<file path="src/logic/wiper_pkg.sv">
package wiper_pkg;
	// ==================================================
	// command word layout
	localparam int        WORD_W        = 16;
	localparam int        DATA_W        = 10;
	localparam int        CODE_HI       = 13;
	localparam int        CODE_LO       = 10;
	localparam int        LOC_W         = 6;
	localparam logic [3:0] CMD_NOP      = 4'h0;
	localparam logic [3:0] CMD_WR_WIPER = 4'h1;
	localparam logic [3:0] CMD_RD_WIPER = 4'h2;
	localparam logic [3:0] CMD_STORE    = 4'h3;
	localparam logic [3:0] CMD_REFRESH  = 4'h4;
	localparam logic [3:0] CMD_RD_STORE = 4'h5;
	localparam logic [3:0] CMD_RD_LAST  = 4'h6;
	localparam logic [3:0] CMD_WR_CTRL  = 4'h7;
	localparam logic [3:0] CMD_RD_CTRL  = 4'h8;
	// ==================================================
	// control register fields
	localparam int        CTRL_PROG_EN  = 0;
	localparam int        CTRL_UNLOCK   = 1;
	localparam int        CTRL_SUCCESS  = 3;
	localparam logic [9:0] CTRL_RESET   = 10'h000;
	// ==================================================
	// store map
	localparam logic [5:0] LOC_FIRST    = 6'h01;
	localparam logic [5:0] LOC_LAST     = 6'h32;
	localparam logic [5:0] LOC_TOL_HI   = 6'h39;
	localparam logic [5:0] LOC_TOL_LO   = 6'h3a;
	localparam logic [9:0] MIDSCALE     = 10'h200;
	// ==================================================
	// timing
	localparam int        CLK_MHZ       = 100;
	localparam int        PROG_TIME_MS  = 350;
	localparam longint    PROG_CYCLES_L = longint'(PROG_TIME_MS) * 1000 * CLK_MHZ;
	localparam logic [27:0] PROG_CYCLES = PROG_CYCLES_L[27:0];
	typedef enum logic [2:0] {
		ST_IDLE = 3'b001,
		ST_BUSY = 3'b010,
		ST_DONE = 3'b100
	} prog_state_t;
endpackage : wiper_pkg

</file>
<file path="src/logic/wiper_write_protect_and_otp_map.sv">
`timescale 1ns/1ps
module wiper_write_protect_and_otp_map #(
	parameter logic [27:0] PROG_WAIT   = wiper_pkg::PROG_CYCLES,
	parameter logic [9:0]  TOL_HI_INIT = 10'h000,
	parameter logic [9:0]  TOL_LO_INIT = 10'h000
) (
	input  wire logic                         i_clk,
	input  wire logic                         i_rst_n,
	input  wire logic                         i_ce,
	input  wire logic                         i_reset_pin_n,
	input  wire logic                         i_cmd_valid,
	input  wire logic [wiper_pkg::WORD_W-1:0] i_cmd_word,
	output logic                              o_cmd_ready,
	output logic [wiper_pkg::WORD_W-1:0]      o_readback,
	output logic                              o_readback_valid,
	output logic [wiper_pkg::DATA_W-1:0]      o_wiper_position_register,
	output logic [wiper_pkg::DATA_W-1:0]      o_protection_control
);
	import wiper_pkg::*;

	// ==================================================
	// reset pin synchroniser
	logic [2:0] rpin_q;
	logic       rpin_lvl_q;
	logic       rpin_fall;
	always_ff @(posedge i_clk or negedge i_rst_n) begin
		if (!i_rst_n) begin
			rpin_q     <= 3'b111;
			rpin_lvl_q <= 1'b1;
		end else if (i_ce) begin
			rpin_q <= {rpin_q[1:0], i_reset_pin_n};
			if (rpin_q[1] == rpin_q[2])
				rpin_lvl_q <= rpin_q[2];
		end
	end
	assign rpin_fall = rpin_lvl_q && (rpin_q[1] == rpin_q[2]) && !rpin_q[2];

	// ==================================================
	// command decode
	logic [3:0]        code;
	logic [DATA_W-1:0] data;
	logic              take;
	assign code = i_cmd_word[CODE_HI:CODE_LO];
	assign data = i_cmd_word[DATA_W-1:0];

	function automatic logic is_cmd(input logic [3:0] c, input logic [3:0] want);
		is_cmd = (c == want);
	endfunction : is_cmd

	// ==================================================
	// state
	prog_state_t       st_q, st_d;
	logic [27:0]       cnt_q;
	logic [DATA_W-1:0] wiper_q;
	logic              prog_en_q, unlock_q, success_q;
	logic [5:0]        last_loc_q;
	logic [2:0]        init_q;
	logic [15:0]       rb_q;
	logic              rb_valid_q;
	logic [1:0]        rd_src_q;

	localparam logic [1:0] SRC_NONE  = 2'd0;
	localparam logic [1:0] SRC_STORE = 2'd1;

	// commands wait while programming runs or while the power-up tolerance writes count down
	assign take = i_cmd_valid && (st_q == ST_IDLE) && (init_q == 3'd0);

	logic do_wr_wiper, do_store, do_refresh, do_rd_store, do_wr_ctrl;
	logic store_full;
	assign store_full  = (last_loc_q == LOC_LAST);
	assign do_wr_wiper = take && is_cmd(code, CMD_WR_WIPER) && unlock_q;
	assign do_store    = take && is_cmd(code, CMD_STORE) && prog_en_q
		&& !store_full;
	assign do_refresh  = take && is_cmd(code, CMD_REFRESH);
	assign do_rd_store = take && is_cmd(code, CMD_RD_STORE);
	assign do_wr_ctrl  = take && is_cmd(code, CMD_WR_CTRL);

	// ==================================================
	// store memory
	logic       mem_we;
	logic [5:0] mem_waddr;
	logic [9:0] mem_wdata;
	logic [5:0] mem_raddr;
	logic [9:0] mem_rdata;
	logic [5:0] next_loc;
	assign next_loc  = last_loc_q + 6'h01;
	assign mem_we    = (init_q == 3'd3) || (init_q == 3'd2) || do_store;
	assign mem_waddr = (init_q == 3'd3) ? LOC_TOL_HI : (init_q == 3'd2) ? LOC_TOL_LO : next_loc;
	assign mem_wdata = (init_q == 3'd3) ? TOL_HI_INIT : (init_q == 3'd2) ? TOL_LO_INIT : wiper_q;
	assign mem_raddr = do_rd_store ? data[LOC_W-1:0] : last_loc_q;

	store_mem u_store (
		.i_clk   (i_clk),
		.i_ce    (i_ce),
		.i_we    (mem_we),
		.i_waddr (mem_waddr),
		.i_wdata (mem_wdata),
		.i_raddr (mem_raddr),
		.o_rdata (mem_rdata)
	);

	// refresh fetches last stored value one cycle later
	logic refresh_pend_q;
	logic refresh_go;
	assign refresh_go = do_refresh || rpin_fall;

	// ==================================================
	// programming timer
	always_comb begin
		st_d = st_q;
		case (st_q)
			ST_IDLE: if (do_store) st_d = ST_BUSY;
			ST_BUSY: if (cnt_q >= PROG_WAIT - 28'd1) st_d = ST_DONE;
			ST_DONE: st_d = ST_IDLE;
			default: st_d = ST_IDLE;
		endcase
	end

	always_ff @(posedge i_clk or negedge i_rst_n) begin
		if (!i_rst_n) begin
			st_q  <= ST_IDLE;
			cnt_q <= 28'd0;
		end else if (i_ce) begin
			st_q  <= st_d;
			cnt_q <= (st_q == ST_BUSY) ? cnt_q + 28'd1 : 28'd0;
		end
	end

	// ==================================================
	// control register and wiper
	always_ff @(posedge i_clk or negedge i_rst_n) begin
		if (!i_rst_n) begin
			prog_en_q  <= 1'b0;
			unlock_q   <= 1'b0;
			success_q  <= 1'b0;
			last_loc_q <= 6'h00;
			init_q     <= 3'd3;
		end else if (i_ce) begin
			if (init_q != 3'd0)
				init_q <= init_q - 3'd1;
			if (do_wr_ctrl) begin
				prog_en_q <= data[CTRL_PROG_EN];
				unlock_q  <= data[CTRL_UNLOCK];
			end
			if (do_store) begin
				last_loc_q <= next_loc;
				success_q  <= 1'b0;
			end
			if (st_q == ST_DONE)
				success_q <= 1'b1;
		end
	end

	// wiper starts midscale; a refresh command or reset-pin fall then takes the last stored value
	always_ff @(posedge i_clk or negedge i_rst_n) begin
		if (!i_rst_n) begin
			wiper_q        <= MIDSCALE;
			refresh_pend_q <= 1'b0;
		end else if (i_ce) begin
			refresh_pend_q <= refresh_go;
			if (do_wr_wiper)
				wiper_q <= data;
			else if (refresh_pend_q)
				wiper_q <= (last_loc_q == 6'h00) ? MIDSCALE : mem_rdata;
		end
	end

	// ==================================================
	// readback: each taken word shifts out the prior result
	logic [15:0] rb_d;
	logic [9:0]  ctrl_word;
	assign ctrl_word = {6'h00, success_q, 1'b0, unlock_q, prog_en_q};

	always_comb begin
		rb_d = 16'h0000;
		case (code)
			CMD_RD_WIPER: rb_d = {6'h00, wiper_q};
			CMD_RD_LAST:  rb_d = {10'h000, last_loc_q};
			CMD_RD_CTRL:  rb_d = {6'h00, ctrl_word};
			default:      rb_d = i_cmd_word;
		endcase
	end

	// store read port is shared with refresh, so hold the fetched word here
	logic [15:0] prep_q;
	logic        rd_pend_q;
	logic [9:0]  store_rd_q;
	logic [9:0]  store_word;
	assign store_word = rd_pend_q ? mem_rdata : store_rd_q;

	always_ff @(posedge i_clk or negedge i_rst_n) begin
		if (!i_rst_n) begin
			rd_pend_q  <= 1'b0;
			store_rd_q <= 10'h000;
		end else if (i_ce) begin
			rd_pend_q <= do_rd_store;
			if (rd_pend_q)
				store_rd_q <= mem_rdata;
		end
	end

	always_ff @(posedge i_clk or negedge i_rst_n) begin
		if (!i_rst_n) begin
			prep_q     <= 16'h0000;
			rd_src_q   <= SRC_NONE;
			rb_q       <= 16'h0000;
			rb_valid_q <= 1'b0;
		end else if (i_ce) begin
			rb_valid_q <= take;
			if (take) begin
				rb_q     <= (rd_src_q == SRC_STORE) ? {6'h00, store_word} : prep_q;
				prep_q   <= rb_d;
				rd_src_q <= do_rd_store ? SRC_STORE : SRC_NONE;
			end
		end
	end

	// ==================================================
	// outputs
	logic ready_q;
	always_ff @(posedge i_clk or negedge i_rst_n) begin
		if (!i_rst_n)
			ready_q <= 1'b0;
		else if (i_ce)
			ready_q <= (st_d == ST_IDLE) && (init_q <= 3'd1) && !take;
	end

	assign o_cmd_ready               = ready_q;
	assign o_readback                = rb_q;
	assign o_readback_valid          = rb_valid_q;
	assign o_wiper_position_register = wiper_q;
	assign o_protection_control      = ctrl_word;
endmodule : wiper_write_protect_and_otp_map

</file>
<file path="src/logic/store_mem.sv">
`timescale 1ns/1ps
module store_mem (
	input  wire logic       i_clk,
	input  wire logic       i_ce,
	input  wire logic       i_we,
	input  wire logic [5:0] i_waddr,
	input  wire logic [9:0] i_wdata,
	input  wire logic [5:0] i_raddr,
	output logic      [9:0] o_rdata
);
	logic [9:0] mem [0:63];
	// no reset: contents model nonvolatile cells, loaded by the parent
	always_ff @(posedge i_clk) begin
		if (i_ce) begin
			if (i_we)
				mem[i_waddr] <= i_wdata;
			o_rdata <= mem[i_raddr];
		end
	end
endmodule : store_mem

</file>
<file path="config.mk">
export PLATFORM = sky130hd
export DESIGN_NAME = wiper_write_protect_and_otp_map
export DESIGN_NICKNAME = d
export VERILOG_FILES = /design/src/logic/wiper_pkg.sv /design/src/logic/wiper_write_protect_and_otp_map.sv /design/src/logic/store_mem.sv
export SDC_FILE = /design/constraint.sdc
export NUM_CORES = 1
export LEC_CHECK = 0
export BUFFER_PORTS_ARGS = -buffer_cell sky130_fd_sc_hd__buf_2
export CORE_MARGIN = 2
export CORE_UTILIZATION = 45
export CTS_BUF_LIST = sky130_fd_sc_hd__clkbuf_16
export CTS_CLUSTER_DIAMETER = 50
export CTS_CLUSTER_SIZE = 28
export DETAILED_ROUTE_END_ITERATION = 8
export SLEW_MARGIN = 20
export SYNTH_ARGS = -nofsm -noshare
export SYNTH_HDL_FRONTEND = slang
export SYNTH_SLANG_ARGS = --single-unit
</file>
<file path="constraint.sdc">
create_clock -name i_clk -period 4.49 [get_ports i_clk]
set_input_delay 1.347 -clock i_clk [delete_from_list [all_inputs] [get_ports i_clk]]
set_output_delay 1.347 -clock i_clk [all_outputs]
set_load 0.03 [all_outputs]
</file>
Yosys cells after proc, flatten, opt, wreduce, memory -nomap -nowiden:

Memory sizes are Yosys's and may differ from the RTL's. A register that Yosys moved wholly into a read port is not among the register bits.
Cells that the tools add are included.

* memory bits (read-only): 0
* bits of input ports: 21
* latch bits: 0
* flip-flop bits (word level): 105
* RAM bits: 640
* word-level logic and storage cells: 94
* memories kept: 1

Memories
* u_store.mem: words 64, bits a word 10, rd ports 1, clocked after memory_dff 1, wr ports 1, line store_mem.sv:11 `logic [9:0] mem [0:63];`

* div/mod/pow operators: 0
* reduce and logical (&&, ||, !) cells: 32
* add/sub/neg operators: 3
* mux-type cells: 21
* bitwise gates (word level): 0
* magnitude comparators: 2
* multiply operators: 0
* shift-type cells: 0
* equal/unequal tests: 17

Operator list (number)
* 10-bit 2-to-1 mux: 6
* 16-bit case mux with 3 select lines: 1
* 28-bit by 1-bit adder with 28-bit output, second input constant: 1
* 28-bit by 26-bit greater-or-equal comparator with 1-bit output, second input constant: 1
* 28-bit 2-to-1 mux: 1
* 6-bit 2-to-1 mux: 3
* 4-bit by 3-bit equality test with 1-bit output, second input constant: 4
* 16-bit 2-to-1 mux: 1
* 1-bit logical AND: 14
* 2-bit AND reduction: 7
* 3-bit by 2-bit equality test with 1-bit output, second input constant: 3
* 4-bit by 2-bit equality test with 1-bit output, second input constant: 2
* 6-bit by 1-bit adder with 6-bit output, second input constant: 1
* 3-bit by 1-bit equality test with 1-bit output, second input constant: 2
* 6-bit equality test, second input constant: 1
* 6-bit zero test: 1
* 1-bit 2-to-1 mux: 6
* 3-bit 2-to-1 mux: 2
* 3-bit case mux with 2 select lines: 1
* 4-bit by 1-bit equality test with 1-bit output, second input constant: 1
* 4-bit equality test, second input constant: 1
* 2-bit nonzero test: 2
* 3-bit equality test, second input constant: 1
* 3-bit by 1-bit <= comparator with 1-bit output, second input constant: 1
* other kinds (7): 11

Longest topological paths before layout:

* depth in word-level cells: 11
* gate-level depth with buffers: 12

Hierarchy:

Synthesis repeated with hierarchy kept, for this count alone.

* cells, all modules: 1744
* area, all modules: 30727.0 um^2

Modules (own cells, without submodules)
* store_mem: seq. area each 19518.7 um^2, instances 1, area each 25121.6 um^2, cells an instance 1148
* wiper_write_protect_and_otp_map: seq. area each 2612.5 um^2, instances 1, area each 5605.4 um^2, cells an instance 596

Least setup slack after synthesis:

No wires, ideal clock.

* kind: in2reg
* from: input port i_cmd_word[13] (netlist name)
* to: register u_store.o_rdata[6] (read register of u_store.mem), data pin
* buffers on the path: 2
* slack: 0.636 ns
* stages on the path: 9
* setup time: 0.272 ns
* data arrival time: 3.582 ns
* path through: nand4bb_4 nor3_4 mux2_2 clkbuf_1 clkbuf_1 a211o_1 nand4_1 o31ai_1 or4_1

* word-level cells in the longest chain between the ends: 3

RTL lines
* start, declared: line wiper_write_protect_and_otp_map.sv:12 `input wire logic [wiper_pkg::WORD_W-1:0] i_cmd_word,`
* 4-bit by 3-bit equality test with 1-bit output: line wiper_write_protect_and_otp_map.sv:47 `is_cmd = (c == want);`
* 1-bit logical AND: line wiper_write_protect_and_otp_map.sv:75 `assign do_rd_store = take && is_cmd(code, CMD_RD_STORE);`
* 6-bit 2-to-1 mux: line wiper_write_protect_and_otp_map.sv:90 `assign mem_raddr = do_rd_store ? data[LOC_W-1:0] : last_loc_q;`
* end, declared: line store_mem.sv:9 `output logic [9:0] o_rdata`

No other way between the ends.
A chain may end at the register's enable or synchronous reset.

Worst setup path in the final report:

* from: register init_q[0]
* to: register u_store.o_rdata[6] (read register of u_store.mem), data pin

* word-level cells in the longest chain between the ends: 4

RTL lines
* start, declared: line wiper_write_protect_and_otp_map.sv:57 `logic [2:0] init_q;`
* start signal, assigned: line wiper_write_protect_and_otp_map.sv:140 `init_q <= init_q - 3'd1;`
* 3-bit zero test: line wiper_write_protect_and_otp_map.sv:66 `assign take = i_cmd_valid && (st_q == ST_IDLE) && (init_q == 3'd0);`
* 1-bit logical AND: line wiper_write_protect_and_otp_map.sv:66
* 1-bit logical AND: line wiper_write_protect_and_otp_map.sv:75
* 6-bit 2-to-1 mux: line wiper_write_protect_and_otp_map.sv:90

No other way between the ends.

==> flow_summary_export.csv <==
group,metric,value,unit
timing,setup_viol_count_final,0,
detailed_routing,via_per_inst,6.049,
clocking,cts_num_sinks,754,
critical_path,worst_ep_arrival_time,4940,ps
detailed_routing,routed-via-count,21840,
clocking,tritoncts,"built",
detailed_routing,avgRoutedWirePerCell,25.48,um
grt,grt_start_max_net_pins,79,
timing,achievable-frequency,225.3,MHz
power,vdd_ir_drop_max,0.0002781,V
yosys,synthesis.yosys.warnings,0,
yosys,yosys.area.top_type_share,0.6179,
power,power.density,442.6,mW/mm^2
timing,hold_viol_final,0,
detailed_routing,remaining_number_of_nets_flagged_by_the_antenna_check_after_routing,0,
yosys,yosys.area_share.xor_xnor,0.008873,
clocking,max-clock-path-buffers,3,
yosys,ys_ff_latch,754,
yosys,syn-instance-count,2431,
layout,drive_gt1_frac,0.1882,
yosys,synth_top_flop_cell,"sky130_fd_sc_hd__edfxtp_1",
hold_path,hp-class,"reg2reg",
timing,worst-slew-pin-transition,1191,ps
yosys,syn_avg_cell_area,12.99,sq um
job,cap_violations,0,
clocking,cts-htree-levels,3,
floorplan,die_area,0.07233,sq mm
timing,finalMaxSlewViolations,0,
yosys,synth.mux.area_fraction,0.03296,
yosys,synth_compound_gate_area_share,0.1187,
floorplan,placement_rows,97,
floorplan,die-width,268.9,um
yosys,synth_cell_types,62,
yosys,synth.largest_area_cell,"sky130_fd_sc_hd__edfxtp_1",
critical_path,cpLargestDelayFamily,"compound AO/OA/AOI/OAI gates",
layout,multiInputGateArea,0.008802,sq mm
timing,finalClockSkew,34.46,ps
yosys,postSynth.asyncResetShare,0.1379,
detailed_routing,initialDrtViolationCount,2654,
grt,wire_length_of_the_first_global_routing_pass,136400,um
layout,areaGrowthSynthToFinish,17.90,%
critical_path,path_buf_inv,5,
critical_path,cp_data_required_time,4990,ps
grt,grt_pass1_vias,21060,
detailed_routing,route.final.wire_length,92000,um
clocking,worstSkewPairLatency,640,ps
yosys,synth_enable_flop_cells,650,
yosys,cell_area_after_synthesis,0.03159,sq mm
layout,final_net_count,2636,
power,power_leakage,13.57,nW
critical_path,cp_cell_sequence,"inv_1, ha_1, nor2b_1, a31oi_4, buf_12, buf_12, nor2_4, buf_4, buf_4, nand2_1, a32o_1, o31ai_1, or4_1",
critical_path,cp-end-kind,"register",
clocking,ctsRootBufferMaster,"sky130_fd_sc_hd__clkbuf_16",
detailed_routing,drt_first_pass_iters,5,
floorplan,core_area,0.06979,sq mm
timing,rsz0062_at_grt,"no",
critical_path,cp-start-kind,"register",
detailed_routing,drc,0,
timing,slew_headroom,0.1990,
layout,fillCellCount,5769,
clocking,cts_setup_buffers,0,
layout,register_area,0.02213,sq mm
yosys,synth_simple_gate_area_share,0.1087,
place,portBuffers,51,
timing,final.min_clock_period,4438,ps
place,routabilityCongestion,0.9148,
grt,track_usage,0.2540,
critical_path,worst-path-max-fanout,62,
layout,layout_common_cells,"sky130_fd_sc_hd__edfxtp_1, sky130_fd_sc_hd__o21ai_0, sky130_fd_sc_hd__nand3_1, sky130_fd_sc_hd__buf_4, sky130_fd_sc_hd__a21oi_1",
place,post-dp-hpwl,58360,um
floorplan,floorplan.io_pins,59,
timing,layout_worst_path_cycle_share,0.9885,
yosys,synth_top_cells_by_area,"sky130_fd_sc_hd__edfxtp_1, sky130_fd_sc_hd__dfrtp_1, sky130_fd_sc_hd__o21ai_0, sky130_fd_sc_hd__nand3_1, sky130_fd_sc_hd__a21oi_1",
yosys,synth_top_family_by_area,"compound AO/OA/AOI/OAI gates",
floorplan,initial_utilization,0.4526,
critical_path,crit_path_kind,"reg2reg",
yosys,synth-seq-area-share,0.7006,
critical_path,worst_path_max_delay_cell,"sky130_fd_sc_hd__o31ai_1",
clocking,cts.reportedPaths.clkPinSlew,80,ps
timing,final.setup.tns,0,ps
grt,leftover_overflow_at_the_end_of_global_routing,0,
floorplan,die-height,268.9,um
layout,post-route-util,0.5337,
layout,layout.cells.most_common,"sky130_fd_sc_hd__edfxtp_1",
clocking,cts_inserted_buffers,76,
critical_path,max_stage_delay,970,ps
yosys,yosys.area_share.adder,0.003565,
grt,number_of_antenna_violations_at_the_first_check_in_global_routing,6,
clocking,cts_hold_buf,0,
status,run_status,"finished, final reports clean",
per-stage QoR:
| step | cell area, sq um | power [mW] | hold WS (ps) | cells | setup slack (ps) |
|---|---|---|---|---|---|
| 2_1_floorplan | 31610 | 8.932 | 439.8 | 2437 | 635.9 |
| 3_3_place_gp | 34380 | 9.580 | 456.9 | 3468 | -526.9 |
| 3_5_place_dp | 34390 | 9.615 | 461.1 | 3468 | -606.9 |
| 4_1_cts | 37230 | 16.56 | 478.3 | 3608 | 136.6 |
| 5_1_grt | 37240 | 16.94 | 505.9 | 3609 | 47.86 |
| 6_report | 37240 | 16.48 | 472.6 | 3610 | 51.73 |
worst paths after layout:
path	startpoint	end	slack, ps	cells after the start
worst max register to register	init_q[0]$_DFFE_PN1P_	u_store.o_rdata[6]$_DFFE_PP_	50	13
worst min-delay path	o_readback[8]$_DFFE_PN0P_	o_readback[8]$_DFFE_PN0P_	470	2
min in group asynchronous	i_rst_n	cnt_q[21]$_DFFE_PN0P_	770	1
worst min register to register	o_readback[8]$_DFFE_PN0P_	o_readback[8]$_DFFE_PN0P_	470	2
worst max-delay path	init_q[0]$_DFFE_PN1P_	u_store.o_rdata[6]$_DFFE_PP_	50	13
max in group asynchronous	i_rst_n	o_wiper_position_register[9]$_DFFE_PN1P_	2910	2
logic make-up (layout without fill, tap and decap cells):
logic type      Yosys count  count (layout)
fa+ha+maj                 9               9
xor+xnor                 32              32
other cells               1               9
simple gates            701             701
mux                      98              98
compound gates          631             631
buf+inv                 205             436
flops                   754             754
power breakdown:
| part | switching (mW) | internal [mW] | leakage [nW] | total [mW] |
|---|---|---|---|---|
| logic | 1.06 | 0.394 | 4.27 | 1.45 |
| registers | 0.0920 | 7.92 | 7.93 | 8.01 |
| clock network | 3.07 | 3.94 | 1.37 | 7.01 |
| total | 4.22 | 12.3 | 13.6 | 16.5 |
Yosys cell counts (all sizes together) (20+ instances only):
cell type / instances
nor3: 28
o41ai: 41
nand4: 33
clkbuf: 151
nor2: 139
o21ai: 271
buf: 39
a211o: 20
mux2: 45
edfxtp: 650
a211oi: 29
nand3: 211
dfrtp: 96
nand2: 161
and3: 55
mux2i: 53
a32o: 29
a21oi: 193
flip-flops by register name, indices dropped and copies added (netlist names):
name                       flops
cnt_q                         28
u_store.mem                  640
rpin_q                         3
success_q                      1
unlock_q                       1
st_q                           3
rpin_lvl_q                     1
o_cmd_ready                    1
o_wiper_position_register     10
last_loc_q                     6
o_readback_valid               1
refresh_pend_q                 1
o_readback                    16
init_q                         3
rd_src_q                       1
u_store.o_rdata               10
prep_q                        16
store_rd_q                    10
prog_en_q                      1
rd_pend_q                      1
metal layers:
metal  vias to the layer above  GRT usage  part of all wire
li1                       9636          -                 -
met1                     10970     0.3571              0.43
met2                      1027     0.3871              0.45
met3                       197    0.04849             0.081
met4                        10     0.1090             0.041
met5                         -          0           0.00073
layout make-up:
class | instances | area share
timing repair buffer | 281 | 0.06034
tap | 940 | 0.03158
multi-input combinational | 1478 | 0.2363
clock buffer | 80 | 0.05375
sequential | 754 | 0.5942
antenna | 2 | 0.0001344
clock inverter | 60 | 0.02211
inverter | 15 | 0.001512
worst reg2reg max path, cell delays in order, from the launching register on:
cell and delay, ps:
sky130_fd_sc_hd__dfstp_2 400, sky130_fd_sc_hd__inv_1 110, sky130_fd_sc_hd__ha_1 210, sky130_fd_sc_hd__nor2b_1 630
sky130_fd_sc_hd__a31oi_4 200, sky130_fd_sc_hd__buf_12 220, sky130_fd_sc_hd__buf_12 240, sky130_fd_sc_hd__nor2_4 270
sky130_fd_sc_hd__buf_4 270, sky130_fd_sc_hd__buf_4 210, sky130_fd_sc_hd__nand2_1 60, sky130_fd_sc_hd__a32o_1 250
sky130_fd_sc_hd__o31ai_1 970, sky130_fd_sc_hd__or4_1 260
what timing repair did:
| item | in CTS | in global routing |
|---|---|---|
| endpoints found under the hold margin | 0 | 0 |
| endpoints found under the setup margin | 2 | 0 |
| gates resized for setup | 2 | 0 |
Power figures use the tool's default switching activity.
